**config.mk**
```make
export PLATFORM = sky130hd
export DESIGN_NAME = wkpcrc_regs
export DESIGN_NICKNAME = d
export VERILOG_FILES = /design/src/design/wkpcrc_pkg.sv /design/src/design/wkpcrc_match.sv /design/src/design/wkpcrc_regs.sv
export SDC_FILE = /design/constraint.sdc
export NUM_CORES = 2
export LEC_CHECK = 0
export ABC_AREA = 1
export BUFFER_PORTS_ARGS = -buffer_cell sky130_fd_sc_hd__buf_2
export CAP_MARGIN = 40
export CELL_PAD_IN_SITES_DETAIL_PLACEMENT = 1
export CELL_PAD_IN_SITES_GLOBAL_PLACEMENT = 1
export CORE_MARGIN = 3
export CORE_UTILIZATION = 40
export DETAILED_ROUTE_END_ITERATION = 16
export MAX_ROUTING_LAYER = met4
export PLACE_DENSITY_LB_ADDON = 0.3
export SLEW_MARGIN = 10
export SYNTH_ARGS = -nofsm -noshare
export SYNTH_HDL_FRONTEND = slang
export SYNTH_SLANG_ARGS = --single-unit
```
**constraint.sdc**
```tcl
create_clock -name aclk -period 4.4 [get_ports aclk]
set_input_delay 0.22 -clock aclk [delete_from_list [all_inputs] [get_ports aclk]]
set_output_delay 0.22 -clock aclk [all_outputs]
set_load 0.01 [all_outputs]
```
**src/design/wkpcrc_pkg.sv**
```systemverilog
// package: register map, field codes, reset values and crc helpers
package wkpcrc_pkg;

   // -----------------------------------------------------------------
   // register indices (byte address is four times the index)
   // -----------------------------------------------------------------
   localparam logic [7:0] IDX_WAKE_CTRL = 8'h2A;
   localparam logic [7:0] IDX_PATTERN0_CRC_LOW = 8'h30;
   localparam logic [7:0] IDX_PATTERN0_CRC_HIGH = 8'h32;
   localparam logic [7:0] IDX_PATTERN0_MASK_WORD0 = 8'h34;
   localparam logic [7:0] IDX_PATTERN0_MASK_WORD1 = 8'h36;
   localparam logic [7:0] IDX_PATTERN0_MASK_WORD2 = 8'h38;
   localparam logic [7:0] IDX_PATTERN0_MASK_WORD3 = 8'h3A;
   localparam logic [7:0] IDX_PATTERN1_CRC_LOW = 8'h40;
   localparam logic [7:0] IDX_PATTERN1_CRC_HIGH = 8'h42;
   localparam logic [7:0] IDX_PATTERN1_MASK_WORD0 = 8'h44;
   localparam logic [7:0] IDX_PATTERN1_MASK_WORD1 = 8'h46;
   localparam logic [7:0] IDX_PATTERN1_MASK_WORD2 = 8'h48;
   localparam logic [7:0] IDX_PATTERN1_MASK_WORD3 = 8'h4A;
   localparam logic [7:0] IDX_PATTERN2_CRC_LOW = 8'h50;
   localparam logic [7:0] IDX_PATTERN2_CRC_HIGH = 8'h52;
   localparam logic [7:0] IDX_PATTERN2_MASK_WORD0 = 8'h54;
   localparam logic [7:0] IDX_PATTERN2_MASK_WORD1 = 8'h56;
   localparam logic [7:0] IDX_PATTERN2_MASK_WORD2 = 8'h58;
   localparam logic [7:0] IDX_PATTERN2_MASK_WORD3 = 8'h5A;
   localparam logic [7:0] IDX_IRQ_STATUS = 8'h5C;
   localparam logic [7:0] IDX_IRQ_MASK = 8'h5D;

   // -----------------------------------------------------------------
   // field codes returned by the slot decoder
   // -----------------------------------------------------------------
   localparam logic [3:0] FLD_CRC_LOW = 4'h0;
   localparam logic [3:0] FLD_CRC_HIGH = 4'h1;
   localparam logic [3:0] FLD_MASK_WORD0 = 4'h2;
   localparam logic [3:0] FLD_MASK_WORD1 = 4'h3;
   localparam logic [3:0] FLD_MASK_WORD2 = 4'h4;
   localparam logic [3:0] FLD_MASK_WORD3 = 4'h5;
   localparam logic [3:0] FLD_WAKE_CTRL = 4'h6;
   localparam logic [3:0] FLD_IRQ_STATUS = 4'h7;
   localparam logic [3:0] FLD_IRQ_MASK = 4'h8;

   // -----------------------------------------------------------------
   // sizes, reset values, bus answers, crc constants
   // -----------------------------------------------------------------
   localparam int NUM_PATTERNS = 3;
   localparam logic [6:0] MASK_BYTES = 7'h40;
   localparam logic [15:0] RST_HALF = 16'h0000;
   localparam logic [2:0] RST_BITS = 3'h0;
   localparam logic [1:0] RESP_OKAY = 2'h0;
   localparam logic [1:0] RESP_SLVERR = 2'h2;
   localparam logic [31:0] CRC_POLY_REFL = 32'hEDB8_8320;
   localparam logic [31:0] CRC_INIT = 32'hFFFF_FFFF;

   typedef struct packed {
      logic hit;
      logic [1:0] pat;
      logic [3:0] fld;
   } wkpcrc_slot_t;

   // map a word index onto pattern and field
   function automatic wkpcrc_slot_t wkpcrc_slot(input logic [7:0] idx);
      wkpcrc_slot_t s;
      s = '0;
      s.hit = 1'b1;
      case (idx)
         IDX_WAKE_CTRL: s.fld = FLD_WAKE_CTRL;
         IDX_IRQ_STATUS: s.fld = FLD_IRQ_STATUS;
         IDX_IRQ_MASK: s.fld = FLD_IRQ_MASK;
         IDX_PATTERN0_CRC_LOW: s.fld = FLD_CRC_LOW;
         IDX_PATTERN0_CRC_HIGH: s.fld = FLD_CRC_HIGH;
         IDX_PATTERN0_MASK_WORD0: s.fld = FLD_MASK_WORD0;
         IDX_PATTERN0_MASK_WORD1: s.fld = FLD_MASK_WORD1;
         IDX_PATTERN0_MASK_WORD2: s.fld = FLD_MASK_WORD2;
         IDX_PATTERN0_MASK_WORD3: s.fld = FLD_MASK_WORD3;
         IDX_PATTERN1_CRC_LOW: s = '{1'b1, 2'h1, FLD_CRC_LOW};
         IDX_PATTERN1_CRC_HIGH: s = '{1'b1, 2'h1, FLD_CRC_HIGH};
         IDX_PATTERN1_MASK_WORD0: s = '{1'b1, 2'h1, FLD_MASK_WORD0};
         IDX_PATTERN1_MASK_WORD1: s = '{1'b1, 2'h1, FLD_MASK_WORD1};
         IDX_PATTERN1_MASK_WORD2: s = '{1'b1, 2'h1, FLD_MASK_WORD2};
         IDX_PATTERN1_MASK_WORD3: s = '{1'b1, 2'h1, FLD_MASK_WORD3};
         IDX_PATTERN2_CRC_LOW: s = '{1'b1, 2'h2, FLD_CRC_LOW};
         IDX_PATTERN2_CRC_HIGH: s = '{1'b1, 2'h2, FLD_CRC_HIGH};
         IDX_PATTERN2_MASK_WORD0: s = '{1'b1, 2'h2, FLD_MASK_WORD0};
         IDX_PATTERN2_MASK_WORD1: s = '{1'b1, 2'h2, FLD_MASK_WORD1};
         IDX_PATTERN2_MASK_WORD2: s = '{1'b1, 2'h2, FLD_MASK_WORD2};
         IDX_PATTERN2_MASK_WORD3: s = '{1'b1, 2'h2, FLD_MASK_WORD3};
         default: s.hit = 1'b0;
      endcase
      return s;
   endfunction

   // byte-lane merge of a 16-bit field
   function automatic logic [15:0] wkpcrc_merge(input logic [15:0] old,
         input logic [15:0] nw, input logic [1:0] strb);
      return {strb[1] ? nw[15:8] : old[15:8], strb[0] ? nw[7:0] : old[7:0]};
   endfunction

   // reflected ethernet crc, one byte, lsb first
   function automatic logic [31:0] wkpcrc_byte(input logic [31:0] crc,
         input logic [7:0] data);
      logic [31:0] c;
      c = crc;
      for (int i = 0; i < 8; i++) begin
         c = (c[0] ^ data[i]) ? ((c >> 1) ^ CRC_POLY_REFL) : (c >> 1);
      end
      return c;
   endfunction

endpackage

```
**src/design/wkpcrc_match.sv**
```systemverilog
// file: masked crc accumulator and comparator for one wake-up pattern
`timescale 1ns/10ps
`default_nettype none

module wkpcrc_match
   import wkpcrc_pkg::*;
(
   // clock and reset
   input wire logic aclk,
   input wire logic aresetn,
   // pattern setup
   input wire logic detect_en,
   input wire logic [63:0] byte_mask,
   input wire logic [31:0] expect_crc,
   // received byte stream
   input wire logic rx_valid,
   input wire logic [7:0] rx_data,
   input wire logic [6:0] byte_idx,
   input wire logic rx_last,
   input wire logic rx_good,
   // result
   output logic match
);

   typedef struct packed {
      logic [31:0] crc;
      logic match;
   } wkpcrc_unit_t;

   wkpcrc_unit_t s_q;
   wkpcrc_unit_t s_d;
   logic sel;
   logic [31:0] crc_in;
   logic [31:0] crc_nx;

   // --------------------------------------------------------------
   // next state
   // --------------------------------------------------------------
   // byte index 0 restarts the crc, so a dropped frame needs no flush
   always_comb begin
      s_d = s_q;
      s_d.match = 1'b0;
      crc_in = (byte_idx == 7'h00) ? CRC_INIT : s_q.crc;
      sel = (byte_idx < MASK_BYTES) && byte_mask[byte_idx[5:0]];
      crc_nx = sel ? wkpcrc_byte(crc_in, rx_data) : crc_in;
      if (rx_valid) begin
         s_d.crc = crc_nx;
         if (rx_last) begin
            // fcs is the complement of the running register
            s_d.match = detect_en && rx_good && (~crc_nx == expect_crc);
         end
      end
   end

   always_ff @(posedge aclk) begin
      if (!aresetn) begin
         s_q <= '0;
      end else begin
         s_q <= s_d;
      end
   end

   assign match = s_q.match;
endmodule
`default_nettype wire

```
**src/design/wkpcrc_regs.sv**
```systemverilog
// file: wake-up pattern crc and byte mask registers with axi4-lite slave
//
// The AXI4-Lite register port was decided locally.
`timescale 1ns/10ps
`default_nettype none

// Operation
// - crc32 is taken only over frame bytes whose mask bit is set
// - crc high register holds expected crc bits 31 to 16, read/write
// - crc low register holds expected crc bits 15 to 0, read/write
// - mask word 0 bits 0..15 select frame bytes 1..16
// - mask word 1 bits 0..15 select frame bytes 17..32
// - mask word 2 bits 0..15 select frame bytes 33..48
// - mask word 3 bits 0..15 select bytes 49..64; nothing beyond
// - a pattern is only detected while its enable bit is set
module wkpcrc_regs
   import wkpcrc_pkg::*;
#(
   parameter int ADDR_W = 10
) (
   // clock and reset
   input wire logic aclk,
   input wire logic aresetn,
   // axi4-lite write address
   input wire logic s_axi_awvalid,
   output logic s_axi_awready,
   input wire logic [ADDR_W-1:0] s_axi_awaddr,
   input wire logic [2:0] s_axi_awprot,
   // axi4-lite write data
   input wire logic s_axi_wvalid,
   output logic s_axi_wready,
   input wire logic [31:0] s_axi_wdata,
   input wire logic [3:0] s_axi_wstrb,
   // axi4-lite write response
   output logic s_axi_bvalid,
   input wire logic s_axi_bready,
   output logic [1:0] s_axi_bresp,
   // axi4-lite read address
   input wire logic s_axi_arvalid,
   output logic s_axi_arready,
   input wire logic [ADDR_W-1:0] s_axi_araddr,
   input wire logic [2:0] s_axi_arprot,
   // axi4-lite read data
   output logic s_axi_rvalid,
   input wire logic s_axi_rready,
   output logic [31:0] s_axi_rdata,
   output logic [1:0] s_axi_rresp,
   // received frame bytes
   input wire logic rx_valid,
   input wire logic [7:0] rx_data,
   input wire logic rx_last,
   input wire logic rx_good,
   // wake-up events
   output logic [2:0] wake_detect,
   output logic irq
);

   typedef struct packed {
      logic [2:0][31:0] crc;
      logic [2:0][63:0] mask;
      logic [2:0] en;
      logic [2:0] sts;
      logic [2:0] msk;
      logic [6:0] cnt;
      logic aw_full;
      logic [7:0] aw_idx;
      logic w_full;
      logic [15:0] wdata;
      logic [1:0] wstrb;
      logic bvalid;
      logic [1:0] bresp;
      logic rvalid;
      logic [31:0] rdata;
      logic [1:0] rresp;
   } wkpcrc_state_t;

   wkpcrc_state_t s_q;
   wkpcrc_state_t s_d;
   wkpcrc_slot_t sl_w;
   wkpcrc_slot_t sl_r;
   logic aw_have;
   logic w_have;
   logic wr_go;
   logic rd_go;
   logic [7:0] wr_idx;
   logic [15:0] wr_data;
   logic [1:0] wr_strb;
   logic [15:0] t16;
   logic [2:0] w1c;
   logic [2:0] match_vec;

   // --------------------------------------------------------------
   // bus handshakes
   // --------------------------------------------------------------
   // no new write is taken while a response waits, so one at a time
   assign s_axi_awready = !s_q.aw_full && !s_q.bvalid;
   assign s_axi_wready = !s_q.w_full && !s_q.bvalid;
   assign s_axi_arready = !s_q.rvalid;
   assign aw_have = s_q.aw_full || (s_axi_awvalid && s_axi_awready);
   assign w_have = s_q.w_full || (s_axi_wvalid && s_axi_wready);
   assign wr_go = aw_have && w_have && !s_q.bvalid;
   assign rd_go = s_axi_arvalid && s_axi_arready;
   assign wr_idx = s_q.aw_full ? s_q.aw_idx : s_axi_awaddr[9:2];
   assign wr_data = s_q.w_full ? s_q.wdata : s_axi_wdata[15:0];
   assign wr_strb = s_q.w_full ? s_q.wstrb : s_axi_wstrb[1:0];

   // --------------------------------------------------------------
   // next state
   // --------------------------------------------------------------
   always_comb begin
      s_d = s_q;
      sl_w = wkpcrc_slot(wr_idx);
      sl_r = wkpcrc_slot(s_axi_araddr[9:2]);
      t16 = RST_HALF;
      w1c = RST_BITS;
      // park a lone address or data beat until its partner arrives
      if (s_axi_awvalid && s_axi_awready && !wr_go) begin
         s_d.aw_full = 1'b1;
         s_d.aw_idx = s_axi_awaddr[9:2];
      end
      if (s_axi_wvalid && s_axi_wready && !wr_go) begin
         s_d.w_full = 1'b1;
         s_d.wdata = s_axi_wdata[15:0];
         s_d.wstrb = s_axi_wstrb[1:0];
      end
      if (s_q.bvalid && s_axi_bready) begin
         s_d.bvalid = 1'b0;
      end
      // register write; only the low two byte lanes carry data
      if (wr_go) begin
         s_d.aw_full = 1'b0;
         s_d.w_full = 1'b0;
         s_d.bvalid = 1'b1;
         s_d.bresp = sl_w.hit ? RESP_OKAY : RESP_SLVERR;
         if (sl_w.hit) begin
            case (sl_w.fld)
               FLD_CRC_LOW: s_d.crc[sl_w.pat][15:0] =
                  wkpcrc_merge(s_q.crc[sl_w.pat][15:0], wr_data, wr_strb);
               FLD_CRC_HIGH: s_d.crc[sl_w.pat][31:16] =
                  wkpcrc_merge(s_q.crc[sl_w.pat][31:16], wr_data, wr_strb);
               FLD_MASK_WORD0: s_d.mask[sl_w.pat][15:0] =
                  wkpcrc_merge(s_q.mask[sl_w.pat][15:0], wr_data, wr_strb);
               FLD_MASK_WORD1: s_d.mask[sl_w.pat][31:16] =
                  wkpcrc_merge(s_q.mask[sl_w.pat][31:16], wr_data, wr_strb);
               FLD_MASK_WORD2: s_d.mask[sl_w.pat][47:32] =
                  wkpcrc_merge(s_q.mask[sl_w.pat][47:32], wr_data, wr_strb);
               FLD_MASK_WORD3: s_d.mask[sl_w.pat][63:48] =
                  wkpcrc_merge(s_q.mask[sl_w.pat][63:48], wr_data, wr_strb);
               FLD_WAKE_CTRL: begin
                  t16 = wkpcrc_merge({13'h0000, s_q.en}, wr_data, wr_strb);
                  s_d.en = t16[2:0];
               end
               FLD_IRQ_STATUS: w1c = wr_data[2:0] & {3{wr_strb[0]}};
               FLD_IRQ_MASK: begin
                  t16 = wkpcrc_merge({13'h0000, s_q.msk}, wr_data, wr_strb);
                  s_d.msk = t16[2:0];
               end
               default: s_d.bresp = RESP_SLVERR;
            endcase
         end
      end
      // a detection in the clearing cycle survives the clear
      s_d.sts = (s_q.sts & ~w1c) | match_vec;
      if (s_q.rvalid && s_axi_rready) begin
         s_d.rvalid = 1'b0;
      end
      // register read; unused upper bits read as zero
      if (rd_go) begin
         s_d.rvalid = 1'b1;
         s_d.rresp = sl_r.hit ? RESP_OKAY : RESP_SLVERR;
         s_d.rdata = 32'h0000_0000;
         if (sl_r.hit) begin
            case (sl_r.fld)
               FLD_CRC_LOW: s_d.rdata[15:0] = s_q.crc[sl_r.pat][15:0];
               FLD_CRC_HIGH: s_d.rdata[15:0] = s_q.crc[sl_r.pat][31:16];
               FLD_MASK_WORD0: s_d.rdata[15:0] = s_q.mask[sl_r.pat][15:0];
               FLD_MASK_WORD1: s_d.rdata[15:0] = s_q.mask[sl_r.pat][31:16];
               FLD_MASK_WORD2: s_d.rdata[15:0] = s_q.mask[sl_r.pat][47:32];
               FLD_MASK_WORD3: s_d.rdata[15:0] = s_q.mask[sl_r.pat][63:48];
               FLD_WAKE_CTRL: s_d.rdata[2:0] = s_q.en;
               FLD_IRQ_STATUS: s_d.rdata[2:0] = s_q.sts;
               FLD_IRQ_MASK: s_d.rdata[2:0] = s_q.msk;
               default: s_d.rresp = RESP_SLVERR;
            endcase
         end
      end
      // frame byte position; saturates past the mask window
      if (rx_valid) begin
         if (rx_last) begin
            s_d.cnt = 7'h00;
         end else if (s_q.cnt != MASK_BYTES) begin
            s_d.cnt = s_q.cnt + 7'h01;
         end
      end
   end

   // --------------------------------------------------------------
   // state register
   // --------------------------------------------------------------
   always_ff @(posedge aclk) begin
      if (!aresetn) begin
         s_q <= '0;
      end else begin
         s_q <= s_d;
      end
   end

   // --------------------------------------------------------------
   // pattern matchers
   // --------------------------------------------------------------
   // all three see the same stream; each has its own mask and crc
   for (genvar p = 0; p < NUM_PATTERNS; p++) begin : g_pat
      wkpcrc_match u_match (
         .aclk(aclk),
         .aresetn(aresetn),
         .detect_en(s_q.en[p]),
         .byte_mask(s_q.mask[p]),
         .expect_crc(s_q.crc[p]),
         .rx_valid(rx_valid),
         .rx_data(rx_data),
         .byte_idx(s_q.cnt),
         .rx_last(rx_last),
         .rx_good(rx_good),
         .match(match_vec[p])
      );
   end

   // --------------------------------------------------------------
   // outputs
   // --------------------------------------------------------------
   assign s_axi_bvalid = s_q.bvalid;
   assign s_axi_bresp = s_q.bresp;
   assign s_axi_rvalid = s_q.rvalid;
   assign s_axi_rdata = s_q.rdata;
   assign s_axi_rresp = s_q.rresp;
   assign wake_detect = match_vec;
   assign irq = |(s_q.sts & s_q.msk);
endmodule
`default_nettype wire

```
==> impl_summary.md <==
Outcome
The flow ran to the end, and the final reports show no timing, DRC or antenna violations.

Clock network
In this run the clock root is driven by a sky130_fd_sc_hd__clkbuf_16. TritonCTS built the clock tree. CTS saw 451 sinks.

The later-pin clock latency in the skew report is about 650 ps. The H-tree level count is 2. The clock buffer count from CTS is 57. Post-CTS repair changed the size of 0 cells. The setup fix buffers added after clock tree synthesis is 0.

The clock passes through at most 3 buffers. The clock-pin slew of the registers on the worst-case setup and hold paths is ~60 ps.

Logic synthesis
The fraction of registers with async set/reset is 0%. The leading area contributor after synthesis is sky130_fd_sc_hd__dfxtp_1. The most used flip-flop cell after synthesis is sky130_fd_sc_hd__dfxtp_1. The count of cell types in the netlist is 54. The synthesized design contains ~450 register bits.

Yosys printed 0 warnings. In the synthesized netlist, the cells that appear most often are sky130_fd_sc_hd__nand2_1 (1722), sky130_fd_sc_hd__inv_1 (595), sky130_fd_sc_hd__o21ai_0 (477), sky130_fd_sc_hd__a21oi_1 (451), sky130_fd_sc_hd__dfxtp_1 (451). The mapped netlist covers approximately 32000 µm².

The number of flops mapped to enable cells by yosys is 0. The sequential fraction of the synthesis area is 27.87%. The average cell area after synthesis is 5.933 µm². The count of mapped cells out of synthesis is 5460. In the post-synthesis netlist, the cell with the most instances is sky130_fd_sc_hd__nand2_1.

Sorting the synthesized cells by area gives the leading types as sky130_fd_sc_hd__dfxtp_1 (28%), sky130_fd_sc_hd__nand2_1 (20%), sky130_fd_sc_hd__o21ai_0 (7.4%). Of the post-synthesis cell area, the dominant cell type holds between 20% and 30%.

Drt
In this run the remaining antenna-violating nets after routing total 0. In the routed layout, each cell is associated on average with a via count of slightly below 6. The number of vias in the routed layout is about 38000.

The detailed-route DRC error count is 0. After detailed routing, the average wire length per cell comes to approximately 24 µm. The total detailed-routing wirelength is 153800 µm. In this run, the number of DRC markers left after iteration 0 of detailed routing was a little under 4000.

The first TritonRoute pass finished after 5 iterations.

STA
Measured against its own limit, the worst slew margin works out to around 31%. Setup violations remaining at the end of the flow were counted as 0. The post-route worst setup slack is ~490 ps. The final hold violation count came to 0. Hold is met by about 44 ps. The number of max-slew violations in the final report came to 0. For the pin with the worst max-slew slack, the measured transition is ~1000 ps. The portion of the clock cycle consumed by the worst path in the final layout is 88.79%. The smallest clock period supported by the final layout is computed as 3907 ps. Setup repair after global routing left no endpoint under its margin. The top achievable clock speed is 256.0 MHz.

The sum of negative setup slack is 0 ps. The clock tree skew after final layout is 45.92 ps.

Critical path
The worst path arrival time is 4500 ps. The worst setup path is captured at a register. The critical-path cell with the highest stage delay is sky130_fd_sc_hd__dfxtp_4. On the worst path, the slowest cell contributes a delay of ~450 ps. The critical path class is register to register. Counting stages on the worst path, the most repeated cell is sky130_fd_sc_hd__nand2_1. The worst-path maximum fanout is 28.

The required arrival time at the worst endpoint is approximately 5000 ps. The number of buffers and inverters on the critical path is 4. The launching element type of the critical path is a register.

Among cell families on the critical path, the largest total delay comes from simple AND/OR/NAND/NOR gates.

Floorplan
The initial utilization of the core area, before any placement, comes to about 41%. The die covers between 80000 and 90000 µm². The region available for standard cell placement spans around 80000 µm².

The horizontal die dimension is 290.6 µm. The floorplan has roughly 100 rows. In this run the count of I/O pins placed on the die edge is between 100 and 150. The vertical die dimension is about 290 µm.

Finish
Cells with a size suffix above 1 make up 6.997% of the layout. The number of filler instances in the final layout is approximately 11000. Relative to the synthesized area, the layout overhead comes to 9.981%. The number of nets in the layout is between 5000 and 6000.

Place
The detailed placer's ending HPWL is around 110000 µm. Prior to clock tree synthesis, the placed netlist has a worst setup slack of between 600 and 700 ps. At the end of routability-driven placement, the weighted congestion stood at slightly below 1.

The count of input and output buffers is 78.

Global routing
The first global-routing pass estimated between 200000 and 250000 µm of wire. The total routing usage reported by global routing is between 30 and 40%. The number of global-route vias before repair is 36852. The overall overflow remaining after global route is 0.

The number of antenna violations at the first check in global routing is 3. Entering global routing, the biggest net connects ~140 pins.

Pwr
Summed over all cells, the static leakage comes to approximately 16 nW. The maximum vdd drop is approximately 0.27 mV. The total power divided by cell area is ~380 nW/µm².

Hold path
The path class of the tightest hold or removal check is input port to register.

Flow run
Max-cap violations in this run came to 0.
==> what timing repair did <==
| item | CTS | global route |
|---|---|---|
| hold buffers | 29 | 0 |
| endpoints found under the setup margin | 0 | 0 |
| hold endpoints to repair | 29 | 0 |
==> metal layers <==
layer | GRT usage (%) | vias to the layer above | routed length [µm]
met5 | - | - | 0
met4 | 19.62 | 0 | 10050
met3 | 6.144 | 431 | 13810
met2 | 54.37 | 1818 | 66740
met1 | 45.94 | 18374 | 63240
li1 | - | 17677 | -
==> through the flow <==
| stage | instance area (µm²) | std cells | power, W | util [%] |
|---|---|---|---|---|
| after floorplan | 32460 | 5477 | 0.007124 | - |
| after global placement | 33290 | 6319 | 0.008283 | 41.80 |
| after detailed placement | 33370 | 6322 | 0.008388 | 41.90 |
| after CTS | 35610 | 6451 | 0.01344 | 44.71 |
| after global routing | 35620 | 6454 | 0.01410 | 44.73 |
| final | 35630 | 6455 | 0.01349 | 44.73 |
==> tightest hold or removal path, delay by kind of cell <==
| kind | cells | cell delay, ps |
|---|---|---|
| buffers and inverters | 4 | 260 |
| AND/OR/NAND/NOR | 3 | 180 |
==> path summary, 6_finish.rpt <==
check             slack [ps]  cells past startpoint                      to         start
setup / recovery         490                     25  g_pat[2].u_match.match       s_q[66]
hold / removal            40                      7                 s_q[56]  s_axi_wvalid
setup reg to reg         490                     25  g_pat[2].u_match.match       s_q[66]
hold reg to reg          450                      2                 s_q[63]       s_q[63]
==> cell usage in the layout, fill, tap and decap left out, types with 52 or more instances in the layout <==
cell / n
sky130_fd_sc_hd__o221ai_1: 75
sky130_fd_sc_hd__o21ai_0: 477
sky130_fd_sc_hd__dfxtp_1: 449
sky130_fd_sc_hd__clkbuf_16: 58
sky130_fd_sc_hd__inv_1: 590
sky130_fd_sc_hd__o22ai_1: 52
sky130_fd_sc_hd__nand2_1: 1717
sky130_fd_sc_hd__o211ai_1: 207
sky130_fd_sc_hd__nor2_1: 349
sky130_fd_sc_hd__buf_4: 62
sky130_fd_sc_hd__xor2_1: 70
sky130_fd_sc_hd__buf_2: 76
sky130_fd_sc_hd__a21oi_1: 451
sky130_fd_sc_hd__nand3_1: 337
==> final cells by class <==
class	instances	area (µm²)	share of cell area [%]
Inverter	631	2380	6.680
Tap cell	1050	1314	3.688
Multi-Input combinational cell	4030	19350	54.31
Clock inverter	24	327.8	0.9201
Sequential cell	451	9034	25.36
Clock buffer	76	1619	4.544
Antenna cell	3	7.507	0.02107
Timing Repair Buffer	190	1598	4.485
==> report_power, final <==
part | internal, W | switching, W | total [W]
Clock | 0.00298 | 0.00206 | 0.00504
Sequential | 0.00425 | 0.000121 | 0.00438
Combinational | 0.00112 | 0.00296 | 0.00407
Total | 0.00835 | 0.00514 | 0.0135
==> state kept, by name, summed over array words and instances, names as in the netlist <==
signal / cells
s_axi_bvalid: 1
s_axi_rvalid: 1
s_axi_bresp: 1
s_axi_rresp: 1
g_pat.u_match.s_q: 96
s_axi_rdata: 16
s_q: 332
g_pat.u_match.match: 3
==> logic make-up (layout without fill, tap and decap cells) <==
kind of cell / Yosys count / in the layout / synth area share [%]
multiplexers: 9 / 9 / 0.2781
XOR/XNOR: 81 / 81 / 2.279
adder cells (fa/ha/maj): 2 / 2 / 0.07724
flip-flops: 451 / 451 / 27.87
buffers and inverters: 996 / 921 / 12.76
AO/OA/AOI/OAI: 1373 / 1373 / 24.64
other: 1 / 21 / 0.01158
AND/OR/NAND/NOR: 2547 / 2547 / 32.09
No activity file was read; power rests on OpenSTA's default activity.
